<file path="src/ais_pkg.sv">
// constants for the analog input sequencer
package ais_pkg;
    // host byte ports
    localparam logic [7:0] AIS_CONVERSION_COMMAND_ADDR = 8'hd8;
    localparam logic [7:0] AIS_RESULT_LOW_AND_DONE_ADDR = 8'hd8;
    localparam logic [7:0] AIS_RESULT_HIGH_ADDR = 8'hd9;
    // command fields
    localparam int AIS_CMD_CHAN_LSB = 0;
    localparam int AIS_CMD_CONN_BIT = 4;
    localparam int AIS_CMD_EXP_LSB = 4;
    localparam int AIS_CMD_GAIN_LSB = 6;
    localparam logic [7:0] AIS_CMD_RESET = 8'h00;
    // low byte layout
    localparam int AIS_LOW_DONE_BIT = 0;
    localparam int AIS_LOW_RES_LSB = 4;
    localparam logic [7:0] AIS_UNMAPPED_READ = 8'h00;
    // converter clock: 1.024 MHz from 200 MHz by phase accumulation
    localparam int AIS_CLK_KHZ = 200000;
    localparam int AIS_SAR_KHZ = 1024;
    localparam logic [17:0] AIS_ACC_STEP = 18'(AIS_SAR_KHZ);
    localparam logic [17:0] AIS_ACC_WRAP = 18'(AIS_CLK_KHZ);
    // conversion length, counted in converter clock ticks (longest, rounds down)
    localparam int AIS_CONV_TIME_NS = 50000;
    localparam int AIS_CONV_TICKS_I = AIS_CONV_TIME_NS * AIS_SAR_KHZ / 1000000;
    localparam int AIS_RES_BITS = 12;
    localparam logic [5:0] AIS_CONV_TICKS = 6'(AIS_CONV_TICKS_I);
    localparam logic [5:0] AIS_SETTLE_TICKS = 6'(AIS_CONV_TICKS_I - AIS_RES_BITS);
    // break-before-make gap on expansion selects (least, rounds up)
    localparam int AIS_EXP_GAP_NS = 400;
    localparam int AIS_EXP_GAP_I = (AIS_EXP_GAP_NS * (AIS_CLK_KHZ / 1000) + 999) / 1000;
    localparam logic [6:0] AIS_EXP_GAP_CYC = 7'(AIS_EXP_GAP_I);
    localparam logic [3:0] AIS_EXP_NONE_N = 4'hf;
    typedef enum logic [1:0] {AIS_IDLE, AIS_SETTLE, AIS_BITS} ais_sar_e;
endpackage

</file>
<file path="src/ais_sar.sv">
// successive-approximation engine stepped by the converter clock tick
`timescale 1ns/1ps
module ais_sar import ais_pkg::*; (
    // clock and reset
    input wire logic clk,
    input wire logic reset_n,
    input wire logic clk_en,
    // control
    input wire logic tick,
    input wire logic start,
    input wire logic cmp_hi,
    // results
    output logic [11:0] dac_code,
    output logic done,
    output logic [11:0] result
);
    typedef struct packed {
        ais_sar_e st;
        logic [5:0] cnt;
        logic [11:0] sar;
        logic [11:0] bitm;
        logic done;
        logic [11:0] res;
        logic [5:0] tcnt;
    } ais_sar_s;

    ais_sar_s s_ff, nxt_s;

    always_comb begin
        nxt_s = s_ff;
        nxt_s.done = 1'b0;
        if (tick && s_ff.st != AIS_IDLE) begin
            nxt_s.tcnt = s_ff.tcnt + 6'h01;
        end
        case (s_ff.st)
            AIS_IDLE: begin
            end
            AIS_SETTLE: begin
                if (tick) begin
                    nxt_s.cnt = s_ff.cnt - 6'h01;
                    if (s_ff.cnt == 6'h01) begin
                        nxt_s.st = AIS_BITS;
                        nxt_s.bitm = 12'h800;
                        nxt_s.sar = 12'h800;
                    end
                end
            end
            AIS_BITS: begin
                if (tick) begin
                    // comparator high means input at or above the trial code
                    if (!cmp_hi) begin
                        nxt_s.sar = s_ff.sar & ~s_ff.bitm;
                    end
                    nxt_s.bitm = s_ff.bitm >> 1;
                    nxt_s.sar = nxt_s.sar | (s_ff.bitm >> 1);
                    if (s_ff.bitm == 12'h001) begin
                        nxt_s.st = AIS_IDLE;
                        nxt_s.done = 1'b1;
                        nxt_s.res = cmp_hi ? s_ff.sar : (s_ff.sar & ~s_ff.bitm);
                    end
                end
            end
            default: nxt_s.st = AIS_IDLE;
        endcase
        // a new command aborts whatever was running
        if (start) begin
            nxt_s.st = AIS_SETTLE;
            nxt_s.cnt = AIS_SETTLE_TICKS;
            nxt_s.sar = 12'h000;
            nxt_s.tcnt = 6'h00;
            nxt_s.done = 1'b0;
        end
    end

    always_ff @(posedge clk or negedge reset_n) begin
        if (!reset_n) begin
            s_ff <= '0;
        end else if (clk_en) begin
            s_ff <= nxt_s;
        end
    end

    assign dac_code = s_ff.sar;
    assign done = s_ff.done;
    assign result = s_ff.res;

    AST_CONV_TICKS: assert property (@(posedge clk) disable iff (!reset_n)
        $rose(s_ff.done) |-> s_ff.tcnt == AIS_CONV_TICKS)
        else $error("conversion length differs from 50 us in ticks");
    AST_IDLE_AFTER_DONE: assert property (@(posedge clk) disable iff (!reset_n)
        s_ff.done |-> s_ff.st == AIS_IDLE || $past(start))
        else $error("engine still running after done");
endmodule

</file>
<file path="src/ais_sequencer.sv">
// analog input sequencer: command port, result ports, expansion selects
// Function
// - command write starts a conversion with channel and gain from that byte
// - gains 1 and 5 finish and flag done about 50 us after the write
// - the repeated high-gain command completes a conversion and flags done
// - single-ended: bits 3..0 pick input, bit 4 connector, bit 5 ignored
// - bits 7..6 select gain 1, 5, 50, 250 in both modes
// - differential: bits 3..0 pick input, bits 5..4 drive expansion only
// - low port reads low result byte, high port reads high byte
// - result left-justified; high byte bits 11..4, low 7..4 bits 3..0, bit 0 done
// - result is straight binary, offset binary in bipolar range
// - done bit reads 0 when conversion ended, 1 while in progress
// - differential: bits 5..4 decode to four active-low selects, one active
// - old select goes inactive 400 ns before new one goes active
// - expansion selects only used in differential mode, up to 64 channels
// - conversion logic clocked by a 1.024 MHz derived clock
`timescale 1ns/1ps
module ais_sequencer import ais_pkg::*; (
    // clock, reset, enable
    input wire logic clk,
    input wire logic reset_n,
    input wire logic clk_en,
    // host byte i/o port
    input wire logic [7:0] io_addr,
    input wire logic io_wr,
    input wire logic io_rd,
    input wire logic [7:0] io_wdata,
    output logic [7:0] io_rdata,
    // analog front end
    input wire logic diff_mode_pin,
    input wire logic cmp_pin,
    output logic [3:0] input_select,
    output logic upper_input_connector,
    output logic [1:0] gain_select,
    output logic [11:0] dac_code,
    // off-board multiplexer expansion
    output logic [3:0] exp_select_n
);
    typedef struct packed {
        logic [7:0] cmd;
        logic [11:0] res;
        logic busy;
        logic [3:0] exp_n;
        logic [6:0] gap;
        logic [17:0] acc;
        logic tick;
        logic [7:0] rdata;
        logic cmp_s1;
        logic cmp_s2;
        logic diff_s1;
        logic diff_s2;
    } ais_top_s;

    ais_top_s s_ff, nxt_s;
    logic cmd_wr;
    logic sar_done;
    logic [11:0] sar_res;
    logic [17:0] acc_sum;

    function automatic logic [3:0] exp_decode(input logic diff, input logic [1:0] sel);
        logic [3:0] v;
        v = AIS_EXP_NONE_N;
        if (diff) begin
            v[sel] = 1'b0;
        end
        return v;
    endfunction

    assign cmd_wr = io_wr && io_addr == AIS_CONVERSION_COMMAND_ADDR;
    assign acc_sum = s_ff.acc + AIS_ACC_STEP;

    always_comb begin
        nxt_s = s_ff;
        nxt_s.cmp_s1 = cmp_pin;
        nxt_s.cmp_s2 = s_ff.cmp_s1;
        nxt_s.diff_s1 = diff_mode_pin;
        nxt_s.diff_s2 = s_ff.diff_s1;
        // fractional divider, jitter of one fast cycle is harmless to the sar
        nxt_s.tick = 1'b0;
        nxt_s.acc = acc_sum;
        if (acc_sum >= AIS_ACC_WRAP) begin
            nxt_s.acc = acc_sum - AIS_ACC_WRAP;
            nxt_s.tick = 1'b1;
        end
        if (sar_done) begin
            nxt_s.res = sar_res;
            nxt_s.busy = 1'b0;
        end
        // a write in the same cycle as done keeps busy set
        if (cmd_wr) begin
            nxt_s.cmd = io_wdata;
            nxt_s.busy = 1'b1;
        end
        // selects break first, then make after the gap
        if (cmd_wr) begin
            nxt_s.exp_n = AIS_EXP_NONE_N;
            nxt_s.gap = AIS_EXP_GAP_CYC;
        end else if (s_ff.gap != 7'h00) begin
            nxt_s.gap = s_ff.gap - 7'h01;
        end else begin
            nxt_s.exp_n = exp_decode(s_ff.diff_s2, s_ff.cmd[AIS_CMD_EXP_LSB +: 2]);
        end
        if (io_rd) begin
            case (io_addr)
                AIS_RESULT_LOW_AND_DONE_ADDR: begin
                    nxt_s.rdata = 8'h00;
                    nxt_s.rdata[AIS_LOW_RES_LSB +: 4] = s_ff.res[3:0];
                    nxt_s.rdata[AIS_LOW_DONE_BIT] = s_ff.busy;
                end
                AIS_RESULT_HIGH_ADDR: nxt_s.rdata = s_ff.res[11:4];
                default: nxt_s.rdata = AIS_UNMAPPED_READ;
            endcase
        end
    end

    always_ff @(posedge clk or negedge reset_n) begin
        if (!reset_n) begin
            s_ff <= '0;
            s_ff.cmd <= AIS_CMD_RESET;
            s_ff.exp_n <= AIS_EXP_NONE_N;
        end else if (clk_en) begin
            s_ff <= nxt_s;
        end
    end

    ais_sar u_sar (
        .clk(clk),
        .reset_n(reset_n),
        .clk_en(clk_en),
        .tick(s_ff.tick),
        .start(cmd_wr),
        .cmp_hi(s_ff.cmp_s2),
        .dac_code(dac_code),
        .done(sar_done),
        .result(sar_res)
    );

    assign io_rdata = s_ff.rdata;
    assign input_select = s_ff.cmd[AIS_CMD_CHAN_LSB +: 4];
    // connector bit only steers the on-board mux in single-ended mode
    assign upper_input_connector = s_ff.cmd[AIS_CMD_CONN_BIT] & ~s_ff.diff_s2;
    assign gain_select = s_ff.cmd[AIS_CMD_GAIN_LSB +: 2];
    assign exp_select_n = s_ff.exp_n;

    AST_CMD_CAPTURE: assert property (@(posedge clk) disable iff (!reset_n)
        cmd_wr && clk_en |=> s_ff.cmd == $past(io_wdata) && s_ff.busy)
        else $error("command not captured or busy not set");
    AST_BUSY_HOLD: assert property (@(posedge clk) disable iff (!reset_n)
        s_ff.busy && !sar_done |=> s_ff.busy)
        else $error("busy dropped before result latched");
    AST_BREAK: assert property (@(posedge clk) disable iff (!reset_n)
        cmd_wr && clk_en |=> s_ff.exp_n == AIS_EXP_NONE_N)
        else $error("expansion select not released on write");
    AST_GAP: assert property (@(posedge clk) disable iff (!reset_n)
        s_ff.gap != 7'h00 |-> s_ff.exp_n == AIS_EXP_NONE_N)
        else $error("expansion select made during gap");
    AST_ONEHOT: assert property (@(posedge clk) disable iff (!reset_n)
        // selects follow the synchronised mode one cycle late
        s_ff.exp_n != AIS_EXP_NONE_N |-> $onehot(~s_ff.exp_n) && $past(s_ff.diff_s2))
        else $error("expansion selects not one-hot or not differential");
    AST_LOW_READ: assert property (@(posedge clk) disable iff (!reset_n)
        io_rd && clk_en && io_addr == AIS_RESULT_LOW_AND_DONE_ADDR
        |=> io_rdata[3:1] == 3'h0 && io_rdata[0] == $past(s_ff.busy)
            && io_rdata[7:4] == $past(s_ff.res[3:0]))
        else $error("low byte read wrong");
    AST_HIGH_READ: assert property (@(posedge clk) disable iff (!reset_n)
        io_rd && clk_en && io_addr == AIS_RESULT_HIGH_ADDR |=> io_rdata == $past(s_ff.res[11:4]))
        else $error("high byte read wrong");
    AST_DONE_LATCH: assert property (@(posedge clk) disable iff (!reset_n)
        sar_done && clk_en && !cmd_wr |=> !s_ff.busy && s_ff.res == $past(sar_res))
        else $error("result not latched on done");

    // host port checks
    AST_CHAN_SEL: assert property (@(posedge clk) disable iff (!reset_n)
        cmd_wr && clk_en |=> input_select == $past(io_wdata[AIS_CMD_CHAN_LSB +: 4]))
        else $error("channel select not taken from command");
    AST_GAIN_SEL: assert property (@(posedge clk) disable iff (!reset_n)
        cmd_wr && clk_en |=> gain_select == $past(io_wdata[AIS_CMD_GAIN_LSB +: 2]))
        else $error("gain select not taken from command");
    AST_CONN_SINGLE: assert property (@(posedge clk) disable iff (!reset_n)
        cmd_wr && clk_en && !s_ff.diff_s1 |=> upper_input_connector == $past(io_wdata[AIS_CMD_CONN_BIT]))
        else $error("connector select not taken from command");
    AST_CONN_DIFF: assert property (@(posedge clk) disable iff (!reset_n)
        cmd_wr && clk_en && s_ff.diff_s1 |=> !upper_input_connector)
        else $error("connector select driven in differential mode");
    AST_WR_OTHER: assert property (@(posedge clk) disable iff (!reset_n)
        io_wr && clk_en && io_addr != AIS_CONVERSION_COMMAND_ADDR |=> $stable(s_ff.cmd))
        else $error("write to another port changed the command");
    AST_UNMAPPED: assert property (@(posedge clk) disable iff (!reset_n)
        io_rd && clk_en && io_addr != AIS_RESULT_LOW_AND_DONE_ADDR && io_addr != AIS_RESULT_HIGH_ADDR
        |=> io_rdata == AIS_UNMAPPED_READ)
        else $error("unmapped read not zero");
    AST_RDATA_HOLD: assert property (@(posedge clk) disable iff (!reset_n)
        !(io_rd && clk_en) |=> $stable(io_rdata))
        else $error("read data changed without a read");
    AST_START_CLEARS: assert property (@(posedge clk) disable iff (!reset_n)
        cmd_wr && clk_en |=> !sar_done)
        else $error("stale done after a new command");
    AST_RES_STABLE: assert property (@(posedge clk) disable iff (!reset_n)
        !(sar_done && clk_en) |=> $stable(s_ff.res))
        else $error("result changed without a finished conversion");

    // expansion select checks
    AST_MAKE: assert property (@(posedge clk) disable iff (!reset_n)
        s_ff.gap == 7'h00 && s_ff.diff_s2 && !cmd_wr && clk_en
        |=> exp_select_n == ~(4'h1 << $past(s_ff.cmd[AIS_CMD_EXP_LSB +: 2])))
        else $error("expansion select not made after the gap");
    AST_SINGLE_NONE: assert property (@(posedge clk) disable iff (!reset_n)
        !s_ff.diff_s2 && !$past(s_ff.diff_s2) |-> exp_select_n == AIS_EXP_NONE_N)
        else $error("expansion select active in single-ended mode");

    // a frozen enable stretches the tick spacing, so it also switches the spacing check off
    AST_TICK_RATE: assert property (@(posedge clk) disable iff (!reset_n || !clk_en)
        s_ff.tick |-> ##[195:196] s_ff.tick)
        else $error("converter tick spacing wrong");
    AST_ACC_RANGE: assert property (@(posedge clk) disable iff (!reset_n)
        s_ff.acc < AIS_ACC_WRAP)
        else $error("phase accumulator out of range");
endmodule

</file>
<file path="config.mk">
export PLATFORM = sky130hd
export DESIGN_NAME = ais_sequencer
export DESIGN_NICKNAME = d
export VERILOG_FILES = /design/src/ais_pkg.sv /design/src/ais_sar.sv /design/src/ais_sequencer.sv
export SDC_FILE = /design/constraint.sdc
export NUM_CORES = 1
export LEC_CHECK = 0
export ABC_AREA = 1
export BUFFER_PORTS_ARGS = -buffer_cell sky130_fd_sc_hd__buf_2
export CORE_MARGIN = 2
export CORE_UTILIZATION = 30
export DETAILED_ROUTE_END_ITERATION = 8
export PLACE_DENSITY = 0.44
export SYNTH_ARGS = -nofsm -noshare
export SYNTH_HDL_FRONTEND = slang
export SYNTH_SLANG_ARGS = --single-unit
export TNS_END_PERCENT = 10
</file>
<file path="constraint.sdc">
create_clock -name clk -period 5.1 [get_ports clk]
set_input_delay 0.255 -clock clk [delete_from_list [all_inputs] [get_ports clk]]
set_output_delay 0.255 -clock clk [all_outputs]
set_load 0.05 [all_outputs]
</file>
## Yosys cells after proc, flatten, opt, wreduce, memory -nomap -nowiden

Cells that the tools add are included.

| storage, ports and cells | value |
|---|---|
| bits in registers | 108 |
| bits of input ports | 23 |
| output and inout bits | 31 |
| word-level logic and storage cells | 93 |

| operators by class | value |
|---|---|
| add/subtract/negate cells | 4 |
| order comparisons | 3 |
| equality and inequality tests | 15 |
| multiplexer cells | 26 |
| bitwise gates (word level) | 6 |
| reduce and logical (&&, ||, !) cells | 21 |

Operators with widths:

| cell | count |
|---|---|
| $pmux 24 s2 | 1 |
| $mux 37 | 1 |
| $mux 12 | 3 |
| $mux 32 | 1 |
| $mux 13 | 2 |
| $mux 24 | 1 |
| $mux 20 | 1 |
| $mux 19 | 1 |
| $add 18x11->18 const B | 1 |
| $ge 18x18->1 const B | 1 |
| $sub 18x18->18 const B | 1 |
| $eq 8x8->1 const B | 2 |
| $pmux 8 s2 | 1 |
| $and 12x12->12 | 1 |
| $eq 12x1->1 const B | 1 |
| $not 12->12 | 1 |
| $or 12x11->12 | 1 |
| $reduce_and 2->1 | 6 |
| $mux 11 | 1 |
| $reduce_and 5->1 | 2 |
| $reduce_bool 2->1 | 5 |
| $mux 4 | 2 |
| $ne 2x2->1 const B | 4 |
| $mux 7 | 1 |
| other kinds (25) | 33 |

## Longest topological paths before layout

Gate-level depths: netlist of run 1.

| depth | value |
|---|---|
| depth after elaboration | 9 |
| mapped depth | 14 |
| mapped depth without buffers | 14 |

## Hierarchy

From an unflattened synthesis of run 1, not the netlist that was laid out.

| second synthesis, totals | value |
|---|---|
| cell total of the unflattened synthesis | 699 |
| area total of the unflattened synthesis | 5511.5 um2 |

By module, submodules not included:

| module | instances | cells an instance | area an instance (um2) | seq. area each (um2) |
|---|---|---|---|---|
| ais_sequencer | 1 | 412 | 3206.8 | 1431.4 |
| ais_sar | 1 | 287 | 2304.7 | 1126.1 |

## Least setup slack after synthesis of run 1

No wires, ideal clock.

| timing | value |
|---|---|
| path kind | flip-flop to flip-flop |
| start | register s_ff[23] (netlist bit) |
| end | register s_ff[19] (netlist bit) |
| library setup time | 0.124 ns |
| arrival time | 1.578 ns |
| required time | 4.976 ns |
| setup slack | 3.398 ns |
| stages on the path, launching flop included | 11 |
| buffers on the path | 0 |
| clock period less this slack | 1.702 ns |
| path through | dfrtp_1 -> ha_1 -> nand3_1 -> nand2_1 -> nand2_1 -> nand2_1 -> nor2_4 -> nand3_4 -> nand2_4 -> nor2_4 -> xor2_1 |

| on the way | value |
|---|---|
| word-level cells in the longest chain between the ends | 3 |

Ends and longest elaborated chain:

| item | line | text |
|---|---|---|
| start: declaration | ais_sequencer.sv:54 | `ais_top_s s_ff, nxt_s;` |
| start signal: assignment | ais_sequencer.sv:122 | `s_ff <= nxt_s;` |
| $add 18x11->18 | ais_sequencer.sv:70 | `assign acc_sum = s_ff.acc + AIS_ACC_STEP;` |
| $ge 18x18->1 | ais_sequencer.sv:81 | `if (acc_sum >= AIS_ACC_WRAP) begin` |
| $mux 19 | ais_sequencer.sv:81 |  |

Every way passes these cells.
A chain may end at the register's enable or synchronous reset.

## Worst setup path in the final report of run 1

| timing | value |
|---|---|
| start | register u_sar.s_ff[50] (netlist bit) |
| end | register u_sar.s_ff (netlist bit u_sar.result[7]) |

| on the way | value |
|---|---|
| word-level cells in the longest chain between the ends | 2 |

Ends and longest elaborated chain:

| item | line | text |
|---|---|---|
| start: declaration | ais_sar.sv:27 | `ais_sar_s s_ff, nxt_s;` |
| start signal: assignment | ais_sar.sv:79 | `s_ff <= nxt_s;` |
| $eq 2x2->1 | ais_sar.sv:35 | `case (s_ff.st)` |
| $reduce_and 4->1 (no source line) | -- |  |

Every way passes these cells.

==> out/metrics.csv, run 1 <==
stage;metric;value;unit
outcome;outcome;complete, but fails checks;
outcome;failed_checks;negative hold slack;
power_and_ir_drop;power_density;372;nW/um^2
grt;antenna_found_initial;0;
grt;globalRouteOverflowTotal;0;
timing;fin_ws;2980;ps
timing;setup_viol;0;
floorplanning;fp-row-count;49;
timing;layout_min_cycle_time;2120;ps
place;place.gp.congestion;0.815;
critical_path;worst_setup_path_start_kind;flip-flop;
yosys;synth.distinct_cells;41;
grt;grt_usage;12.5;%
timing;timing.hold.ws;-10.9;ps
timing;fin_crit_sh;41.6;%
clock_network;path_clk_slew;80;ps
clock_network;numClockSinks;102;
floorplanning;core;17800;sq um
grt;grt_pass1_vias;3963;
place;dp_hpwl;8.22;mm
timing;slew_headroom;43.0;%
drt;drt_iter0_drc;272;
drt;viasPerCell;4.50;
critical_path;worstSetupEndpointType;flip-flop;
final_layout;utilization;33.2;%
critical_path;worst-setup-path-type;reg -> reg;
drt;wl_per_cell;12.6;microns
timing;fmaxAchievable;472;MHz
clock_network;cts_hold_buf;0;
power_and_ir_drop;peakVddDrop;0.000175;V
drt;ant_nets;0;
yosys;ys_ff_latch;102;
place;dp_cells;887;
yosys;syn_area_per_cell;8.27;sq um
clock_network;h-tree-depth;3;
grt;grt_max_degree;63;
worst_hold_path;hp-class;in -> async;
grt;grt_use_met2;20.7;%
critical_path;crit_fanout;25;
floorplanning;chipHeight;138;microns
drt;vias;4062;
timing;rsz0062_at_grt;false;
clock_network;post_cts_resized;0;
place;placed_cell_area;5630;sq um
yosys;synth_fp_nets;685;
grt;gr-max-usage-layer;met2;
final_layout;design_area;5910;sq um
floorplanning;start_util;30.3;%
drt;drt_first_pass_iters;4;
timing;final_max_slew_viol_count;0;
yosys;synth_cells;654;
final_layout;drive_gt1_share;18.4;%
yosys;seq_area_frac_synth;47.3;%
place;post-place-ws;2780;ps
floorplanning;die_w;138;microns
flow_run;drv_cap;0;
clock_network;post_cts_buffers;0;
power_and_ir_drop;power.leakage;2.88;nW
critical_path;required;5330;ps
final_layout;n_antenna_cell;0;
timing;finalSetupTns;0;ps
clock_network;clkLatencyLatePin;350;ps
yosys;ys_warn_count;0;
clock_network;clk_path_buf_depth;2;
final_layout;final_nets;700;
final_layout;synthToLayoutAreaGrowth;9.32;%
floorplanning;top_level_ports;54;
timing;fin_worst_skew;10.3;ps
timing;hold_violations;21;
grt;grtUsageMet3;2.49;%
critical_path;arrival;2350;ps
clock_network;cts_tree;built;
clock_network;cts_buffers;9;
drt;drc;0;
yosys;synthesis.area;5410;sq um
clock_network;cts-root-buf;clkbuf_16;
floorplanning;die-area;19100;sq um
place;io_buffers;53;
power_and_ir_drop;finalPower;2.20;mW
grt;grtUsageMet1;16.4;%
grt;grt_pass1_wl;19.6;mm
final_layout;fin_cells;903;
drt;drt-total-wl;11.4;mm
timing;worst_slew_pin_slew;855;ps
final_layout;n_fill_cell;1869;
## where the power goes
group,internal (mW),switching [mW],total [mW]
registers,0.898,0.0800,0.978
logic,0.169,0.374,0.543
clock network,0.343,0.338,0.681
## path summary, 6_finish.rpt
check | startpoint | endpoint | slack, ps | cells past startpoint
max | u_sar.s_ff[50]$_DFFE_PN0P_ | u_sar.result[7]$_DFFE_PN0P_ | 2980 | 7
min | reset_n | io_rdata[2]$_DFFE_PN0P_ | -10 | 1
max reg2reg | u_sar.s_ff[50]$_DFFE_PN0P_ | u_sar.result[7]$_DFFE_PN0P_ | 2980 | 7
min reg2reg | nxt_s[0]$_DFFE_PN0P_ | nxt_s[0]$_DFFE_PN0P_ | 470 | 2
max in group asynchronous | reset_n | exp_select_n[1]$_DFFE_PN1P_ | 4070 | 2
min in group clk | io_wdata[5] | s_ff[60]$_DFFE_PN0P_ | 100 | 3
## cell families (layout without fill, tap and decap cells)
group           count (synthesis)  after routing  share of synthesized area, %
compound gates                 94             94                          10.6
xor+xnor                        8              8                          1.30
fa+ha+maj                       8              8                          1.85
buf+inv                       110            130                          10.8
flops                         102            102                          47.3
simple gates                  332            332                          28.2
## cell usage in the layout, fill, tap and decap left out, types with 4 or more instances in the layout
cell	count
nor3_1	6
nand3_1	41
o21ai_2	13
o21ai_1	19
a31oi_1	10
buf_2	52
nor2_4	5
xor2_1	7
nor2_1	29
dfstp_2	4
nand3_2	4
inv_1	53
nand2_1	218
nand2_4	4
nand4_1	9
o21ai_0	40
dfrtp_1	98
clkbuf_16	9
ha_1	8
## routing by layer
metal | vias up | wire, microns
li1 | 2106 | -
met1 | 1892 | 5610
met4 | 0 | 142
met5 | - | 0
met3 | 10 | 398
met2 | 54 | 5260
## final cells by class
type | instances | area (sq um) | share of cell area, %
clock inverters | 7 | 62.6 | 1.06
multi-input cells | 442 | 2270 | 38.3
inverters | 60 | 240 | 4.06
well taps | 229 | 287 | 4.84
clock buffers | 9 | 225 | 3.81
repair buffers | 54 | 275 | 4.65
flip-flops and latches | 102 | 2560 | 43.2
## sequential cells by signal, indices dropped and copies added, names as in the netlist
signal	flops
u_sar.dac_code	12
u_sar.s_ff	20
input_select	4
exp_select_n	4
u_sar.result	12
s_ff	37
gain_select	2
nxt_s	2
io_rdata	8
u_sar.done	1
## critical path, stage by stage (launching register included)
cell	delay, ps
dfrtp_1	410
inv_2	50
nor2_2	170
inv_2	90
nor2_2	440
nand4_2	560
nand2_1	200
o21ai_1	90
## synth_stat cells (all sizes together)
library cell / instances / area share (%)
nand2: 225 / 16
dfrtp: 98 / 45
o21ai: 72 / 7.6
inv: 58 / 4.1
nand3: 48 / 5.5
buf: 44 / 5.9
nor2: 37 / 3.4
a31oi: 10 / 1.2
nand4: 10 / 1.3
a21oi: 8 / 1.4
ha: 8 / 1.9
nor3: 8 / 1.2
xor2: 7 / 1.1
clkbuf: 6 / 0.44
dfstp: 4 / 1.9
clkinv: 2 / 0.32
nand3b: 2 / 0.28
o22ai: 2 / 0.23
nor3b: 1 / 0.14
nor4: 1 / 0.12
o21bai: 1 / 0.14
o31ai: 1 / 0.14
xnor2: 1 / 0.16
No activity file was read; power rests on OpenSTA's default activity.
==> inputs of run 2 (changes only) <==
- clock period: 5.1 -> 2.2 ns (I/O delays scaled with it)
==> run 2 against run 1 <==
Against the previous run: sequential power is 130% higher; clock-buffer cell count unchanged; first-iteration DRC count fell by 18%; register-to-register slack got worse by 2700 ps; non-clock buffer count is 20 higher; final area increased by 3.8%; core utilization increased by 1.3 points; the flow now finishes without violations; via count is 1.9% higher; highest routed layer unchanged; critical path depth is 5 higher.
==> out/metrics.csv, run 2 (same netlist as run 1, synthesis figures left out) <==
stage;metric;value;unit;change
grt;antenna_found_initial;0;;unchanged
power_and_ir_drop;power_density;868;nW/um^2;was 372 nW/um^2
floorplanning;start_util;30.3;%;unchanged
power_and_ir_drop;p_comb_share;24.7;%;was 24.6%
final_layout;top_register;s_ff;;unchanged
floorplanning;die-area;19100;sq um;unchanged
final_layout;final_cell_mix;nand2_1, dfrtp_1, inv_1, buf_2, nand3_1;;unchanged
drt;viasPerCell;4.48;;was 4.50
floorplanning;fp-row-count;49;;unchanged
final_layout;design_area;6140;sq um;was 5910 sq um
clock_network;numClockSinks;102;;unchanged
timing;fin_crit_sh;85.6;%;was 41.6%
final_layout;largest_register_ffs;37;;unchanged
final_layout;final_nets;720;;was 700
clock_network;cts-root-buf;clkbuf_16;;unchanged
final_layout;seq_area;2560;sq um;unchanged
critical_path;worst-setup-path-type;reg -> reg;;unchanged
grt;grt_pass1_vias;3978;;was 3963
final_layout;n_fill_cell;1872;;was 1869
clock_network;cts_buffers;9;;unchanged
timing;fin_worst_skew;14.5;ps;was 10.3 ps
timing;rsz0062_at_grt;false;;unchanged
place;dp_hpwl;8.38;mm;was 8.22 mm
power_and_ir_drop;internal_power;3.43;mW;was 1.41 mW
clock_network;h-tree-depth;3;;unchanged
timing;timing.hold.ws;90.9;ps;was -10.9 ps
place;placed_cell_area;5710;sq um;was 5630 sq um
power_and_ir_drop;finalPower;5.33;mW;was 2.20 mW
drt;drt_first_pass_iters;4;;unchanged
drt;ant_nets;0;;unchanged
floorplanning;die_w;138;microns;unchanged
power_and_ir_drop;p_sw;1.90;mW;was 792 uW
critical_path;arrival;2180;ps;was 2350 ps
clock_network;cts_tree;built;;unchanged
drt;drc;0;;unchanged
worst_hold_path;hp-class;in -> reg;;was in -> async
timing;fmaxAchievable;531;MHz;was 472 MHz
clock_network;post_cts_buffers;0;;unchanged
final_layout;drive_gt1_share;19.2;%;was 18.4%
outcome;outcome;finished, final reports clean;;was complete, but fails checks
floorplanning;chipHeight;138;microns;unchanged
critical_path;required;2500;ps;was 5330 ps
final_layout;reg.largest.list;s_ff (37), u_sar.s_ff (20);;unchanged
timing;finalSetupTns;0;ps;unchanged
flow_run;drv_cap;0;;unchanged
place;io_buffers;53;;unchanged
drt;drt-total-wl;11.8;mm;was 11.4 mm
power_and_ir_drop;seqPwrFrac;42.4;%;was 44.4%
timing;hold_violations;0;;was 21
grt;globalRouteOverflowTotal;0;;unchanged
floorplanning;top_level_ports;54;;unchanged
timing;slew_headroom;62.1;%;was 43.0%
grt;grt_max_degree;46;;was 63
drt;wl_per_cell;12.8;microns;was 12.6 microns
power_and_ir_drop;peakVddDrop;0.000419;V;was 0.000175 V
power_and_ir_drop;sw_frac_of_total;35.6;%;was 36.0%
critical_path;worstSetupEndpointType;flip-flop;;unchanged
drt;vias;4139;;was 4062
timing;final_max_slew_viol_count;0;;unchanged
place;place.gp.congestion;0.766;;was 0.815
clock_network;clkLatencyLatePin;360;ps;was 350 ps
timing;layout_min_cycle_time;1880;ps;was 2120 ps
grt;grt_usage;12.8;%;was 12.5%
final_layout;n_antenna_cell;0;;unchanged
critical_path;crit_fanout;8;;was 25
final_layout;layout_commonest_cell;nand2_1;;unchanged
floorplanning;core;17800;sq um;unchanged
power_and_ir_drop;power.leakage;2.99;nW;was 2.88 nW
clock_network;path_clk_slew;90;ps;was 80 ps
critical_path;worst_setup_path_start_kind;flip-flop;;unchanged
drt;drt_iter0_drc;223;;was 272
clock_network;clk_path_buf_depth;2;;unchanged
final_layout;synthToLayoutAreaGrowth;13.5;%;was 9.32%
final_layout;utilization;34.4;%;was 33.2%
final_layout;multi_input_area;2270;sq um;unchanged
grt;grt_pass1_wl;20.0;mm;was 19.6 mm
power_and_ir_drop;power_frac_clock;32.9;%;was 30.9%
timing;setup_viol;0;;unchanged
timing;worst_slew_pin_slew;569;ps;was 855 ps
run 2: area by class of cell:
| cell class | instances | area share [%] |
|---|---|---|
| tap | 229 | 4.67 |
| clock inverter | 7 | 1.59 |
| clock buffer | 9 | 3.67 |
| timing repair buffer | 74 | 7.58 |
| inverter | 60 | 3.91 |
| sequential | 102 | 41.7 |
| multi-input combinational | 442 | 36.9 |
run 2: path summary, 6_finish.rpt:
check                                                  from                           to  slack (ps)  cells after the start
worst min register to register  input_select[2]$_DFFE_PN0P_  input_select[2]$_DFFE_PN0P_         470                      2
min in group asynchronous                           reset_n      io_rdata[2]$_DFFE_PN0P_         270                      2
worst max register to register         s_ff[23]$_DFFE_PN0P_         s_ff[25]$_DFFE_PN0P_         320                     12
worst min-delay path                                  io_rd      io_rdata[3]$_DFFE_PN0P_          90                      4
worst max-delay path                   s_ff[23]$_DFFE_PN0P_         s_ff[25]$_DFFE_PN0P_         320                     12
max in group asynchronous                           reset_n         s_ff[35]$_DFFE_PN0P_        1220                      3
run 2: power by group through the flow:
| stage | Clock, mW | Combinational (mW) | Sequential, mW |
|---|---|---|---|
| finish | 1.75 | 1.32 | 2.26 |
| global route | 1.89 | 1.48 | 2.29 |
| CTS | 1.82 | 1.33 | 2.26 |
| detailed placement | 0 | 1.31 | 2.29 |
| global placement | 0 | 1.29 | 2.29 |
| floorplan | 0 | 1.13 | 2.23 |
run 2: stage by stage:
step | std cells | setup slack [ps]
after CTS | 923 | 328
after global routing | 923 | 111
after floorplan | 654 | 498
after global placement | 896 | 384
final | 923 | 318
after detailed placement | 896 | 332
run 2: critical path: stages (launching register included):
cell     delay, ps
dfrtp_1        480
ha_1           300
nand3_1        150
nand2_1         70
nand2_1         80
nand2_1        100
nor2_4         120
nand3_4        130
nand2_4        160
nand2_1         70
nand2_1         70
nand2_1         50
nand2_1         50
run 2: per-layer routing:
layer / track usage [%] / share of wire, %
met1: 17.2 / 50
met2: 20.6 / 46
met3: 2.63 / 2.9
met4: 4.35 / 1.6
met5: 0 / 0
run 2: timing repair:
action / 4_1_cts / 5_1_grt
hold buffers: 11 / 0
endpoints found under the hold margin: 44 / 0
resized for setup: 0 / 0
==> inputs of run 3 (changes only) <==
- HOLD_SLACK_MARGIN: not set -> 0.08
- clock period: 2.2 -> 2.4 ns (I/O delays scaled with it)
==> run 3 against run 2 <==
Against the previous run: sequential power shrank 8%; critical path type unchanged; sequential share of layout area grew 0.20 points; critical endpoint is now s_ff[20]$_DFFE_PN0P_; first-iteration DRC count shrank 3.1%; largest power group unchanged; final cell count shrank 0.22%; worst setup slack gained 190 ps; non-clock buffer count shrank 2.
==> out/metrics.csv, run 3 (same netlist as run 1, synthesis figures left out) <==
stage;metric;value;unit;change
outcome;outcome;finished, final reports clean;;unchanged
timing;fin_crit_sh;78.7;%;was 85.6%
critical_path;crit_fanout;8;;unchanged
clock_network;cts_tree;built;;unchanged
power_and_ir_drop;power.leakage;2.97;nW;was 2.99 nW
timing;final_max_slew_viol_count;0;;unchanged
critical_path;required;2670;ps;was 2500 ps
timing;fin_worst_skew;8.39;ps;was 14.5 ps
place;io_buffers;53;;unchanged
timing;rsz0062_at_grt;false;;unchanged
place;placed_cell_area;5690;sq um;was 5710 sq um
critical_path;cpMostUsedCell;nand2_1;;unchanged
power_and_ir_drop;peakVddDrop;0.000376;V;was 0.000419 V
floorplanning;core;17800;sq um;unchanged
grt;grt_pass1_wl;20.2;mm;was 20.0 mm
final_layout;design_area;6110;sq um;was 6140 sq um
timing;slew_headroom;66.7;%;was 62.1%
power_and_ir_drop;power_density;783;nW/um^2;was 868 nW/um^2
drt;drt_first_pass_iters;4;;unchanged
final_layout;multi_input_area;2270;sq um;unchanged
final_layout;final_nets;718;;was 720
floorplanning;chipHeight;138;microns;unchanged
clock_network;post_cts_resized;0;;unchanged
final_layout;seq_area;2560;sq um;unchanged
floorplanning;fp-row-count;49;;unchanged
drt;wl_per_cell;12.9;microns;was 12.8 microns
critical_path;arrival;2160;ps;was 2180 ps
final_layout;final_cell_mix;nand2_1, dfrtp_1, inv_1, buf_2, nand3_1;;unchanged
critical_path;worst-setup-path-type;reg -> reg;;unchanged
final_layout;top_register;s_ff;;unchanged
timing;timing.hold.ws;111;ps;was 90.9 ps
critical_path;slowest_stage;dfrtp_1;;unchanged
critical_path;path_cells;ha_1 > nand3_1 > nand2_1 > nand2_1 > nand2_1 > nor2_4 > nand3_4 > nand2_4 > inv_4 > nand2_4 > nand2_1 > o21ai_1;;was ha_1 > nand3_1 > nand2_1 > nand2_1 > nand2_1 > nor2_4 > nand3_4 > nand2_4 > nand2_1 > nand2_1 > nand2_1 > nand2_1
drt;drt_iter0_drc;216;;was 223
critical_path;cpLargestDelayFamily;simple AND/OR/NAND/NOR gates;;unchanged
floorplanning;die_w;138;microns;unchanged
final_layout;n_antenna_cell;0;;unchanged
critical_path;worstSetupEndpointType;flip-flop;;unchanged
clock_network;cts-root-buf;clkbuf_16;;unchanged
worst_hold_path;holdPathStages;4;;unchanged
final_layout;layout_commonest_cell;nand2_1;;unchanged
place;place.gp.congestion;0.827;;was 0.766
clock_network;post_cts_buffers;0;;unchanged
critical_path;worst_setup_path_start_kind;flip-flop;;unchanged
floorplanning;top_level_ports;54;;unchanged
timing;fmaxAchievable;530;MHz;was 531 MHz
clock_network;numClockSinks;102;;unchanged
critical_path;ff2ff_path_depth;12;;unchanged
drt;viasPerCell;4.49;;was 4.48
drt;drt-total-wl;11.9;mm;was 11.8 mm
drt;vias;4133;;was 4139
timing;setup_viol;0;;unchanged
final_layout;utilization;34.2;%;was 34.4%
flow_run;drv_cap;0;;unchanged
grt;antenna_found_initial;0;;unchanged
final_layout;reg.largest.list;s_ff (37), u_sar.s_ff (20);;unchanged
final_layout;n_fill_cell;1859;;was 1872
grt;grt_usage;12.8;%;about the same
clock_network;cts_buffers;9;;unchanged
timing;finalSetupTns;0;ps;unchanged
grt;grt_pass1_vias;4063;;was 3978
clock_network;clkLatencyLatePin;350;ps;was 360 ps
drt;drc;0;;unchanged
timing;hold_violations;0;;unchanged
floorplanning;die-area;19100;sq um;unchanged
clock_network;clk_path_buf_depth;2;;unchanged
clock_network;path_clk_slew;70;ps;was 90 ps
grt;globalRouteOverflowTotal;0;;unchanged
worst_hold_path;hp-class;in -> reg;;unchanged
clock_network;h-tree-depth;3;;unchanged
critical_path;critPathMaxStageDelay;480;ps;about the same
critical_path;crit_buf_inv;1;;was 0
final_layout;drive_gt1_share;18.9;%;was 19.2%
timing;layout_min_cycle_time;1890;ps;was 1880 ps
place;dp_hpwl;8.41;mm;was 8.38 mm
floorplanning;start_util;30.3;%;unchanged
drt;ant_nets;0;;unchanged
timing;worst_slew_pin_slew;495;ps;was 569 ps
grt;grt_max_degree;42;;was 46
final_layout;synthToLayoutAreaGrowth;12.9;%;was 13.5%
final_layout;largest_register_ffs;37;;unchanged
critical_path;cp.depth;12;;unchanged
==> run 3: metrics by stage <==
| step | setup WS [ps] | total power, mW | cells |
|---|---|---|---|
| 3_3_place_gp | 549 | 3.28 | 894 |
| 5_1_grt | 298 | 5.09 | 921 |
| 4_1_cts | 493 | 4.86 | 921 |
| 3_5_place_dp | 515 | 3.29 | 894 |
| 2_1_floorplan | 698 | 3.09 | 654 |
| 6_report | 512 | 4.78 | 921 |
==> run 3: final timing paths <==
path,start,end,slack [ps]
worst max register to register,s_ff[23]$_DFFE_PN0P_,s_ff[20]$_DFFE_PN0P_,510
worst max-delay path,s_ff[23]$_DFFE_PN0P_,s_ff[20]$_DFFE_PN0P_,510
worst min register to register,nxt_s[0]$_DFFE_PN0P_,nxt_s[0]$_DFFE_PN0P_,470
min in group asynchronous,reset_n,u_sar.result[7]$_DFFE_PN0P_,270
max in group asynchronous,reset_n,exp_select_n[1]$_DFFE_PN1P_,1300
worst min-delay path,io_addr[0],io_rdata[5]$_DFFE_PN0P_,110
==> run 3: routing by layer <==
metal,GRT usage (%),up-vias,share of wire [%]
met5,0,-,0
met4,3.87,0,1.3
met3,2.49,11,3.0
met2,21.1,48,47
met1,17.2,1929,49
li1,-,2145,-
==> run 3: where the power goes <==
part           switching [mW]  internal [mW]
Combinational           0.806          0.378
Sequential              0.169           1.91
Clock                   0.677          0.843
==> run 3: worst register-to-register path, stage by stage (launching register included) <==
cell,delay [ps]
dfrtp_1,480
ha_1,310
nand3_1,140
nand2_1,60
nand2_1,80
nand2_1,100
nor2_4,130
nand3_4,130
nand2_4,160
inv_4,60
nand2_4,60
nand2_1,50
o21ai_1,70
==> run 3: cell type report <==
type                       count  area share, %
clock buffer                  10           3.91
tap                          229           4.69
inverter                      60           3.93
sequential                   102           41.9
clock inverter                 6           1.13
timing repair buffer          72           7.37
multi-input combinational    442           37.1
==> run 3: what timing repair did <==
item,in CTS,in global routing
endpoints found under the setup margin,0,0
hold buffers,11,0
hold endpoints to repair,41,0
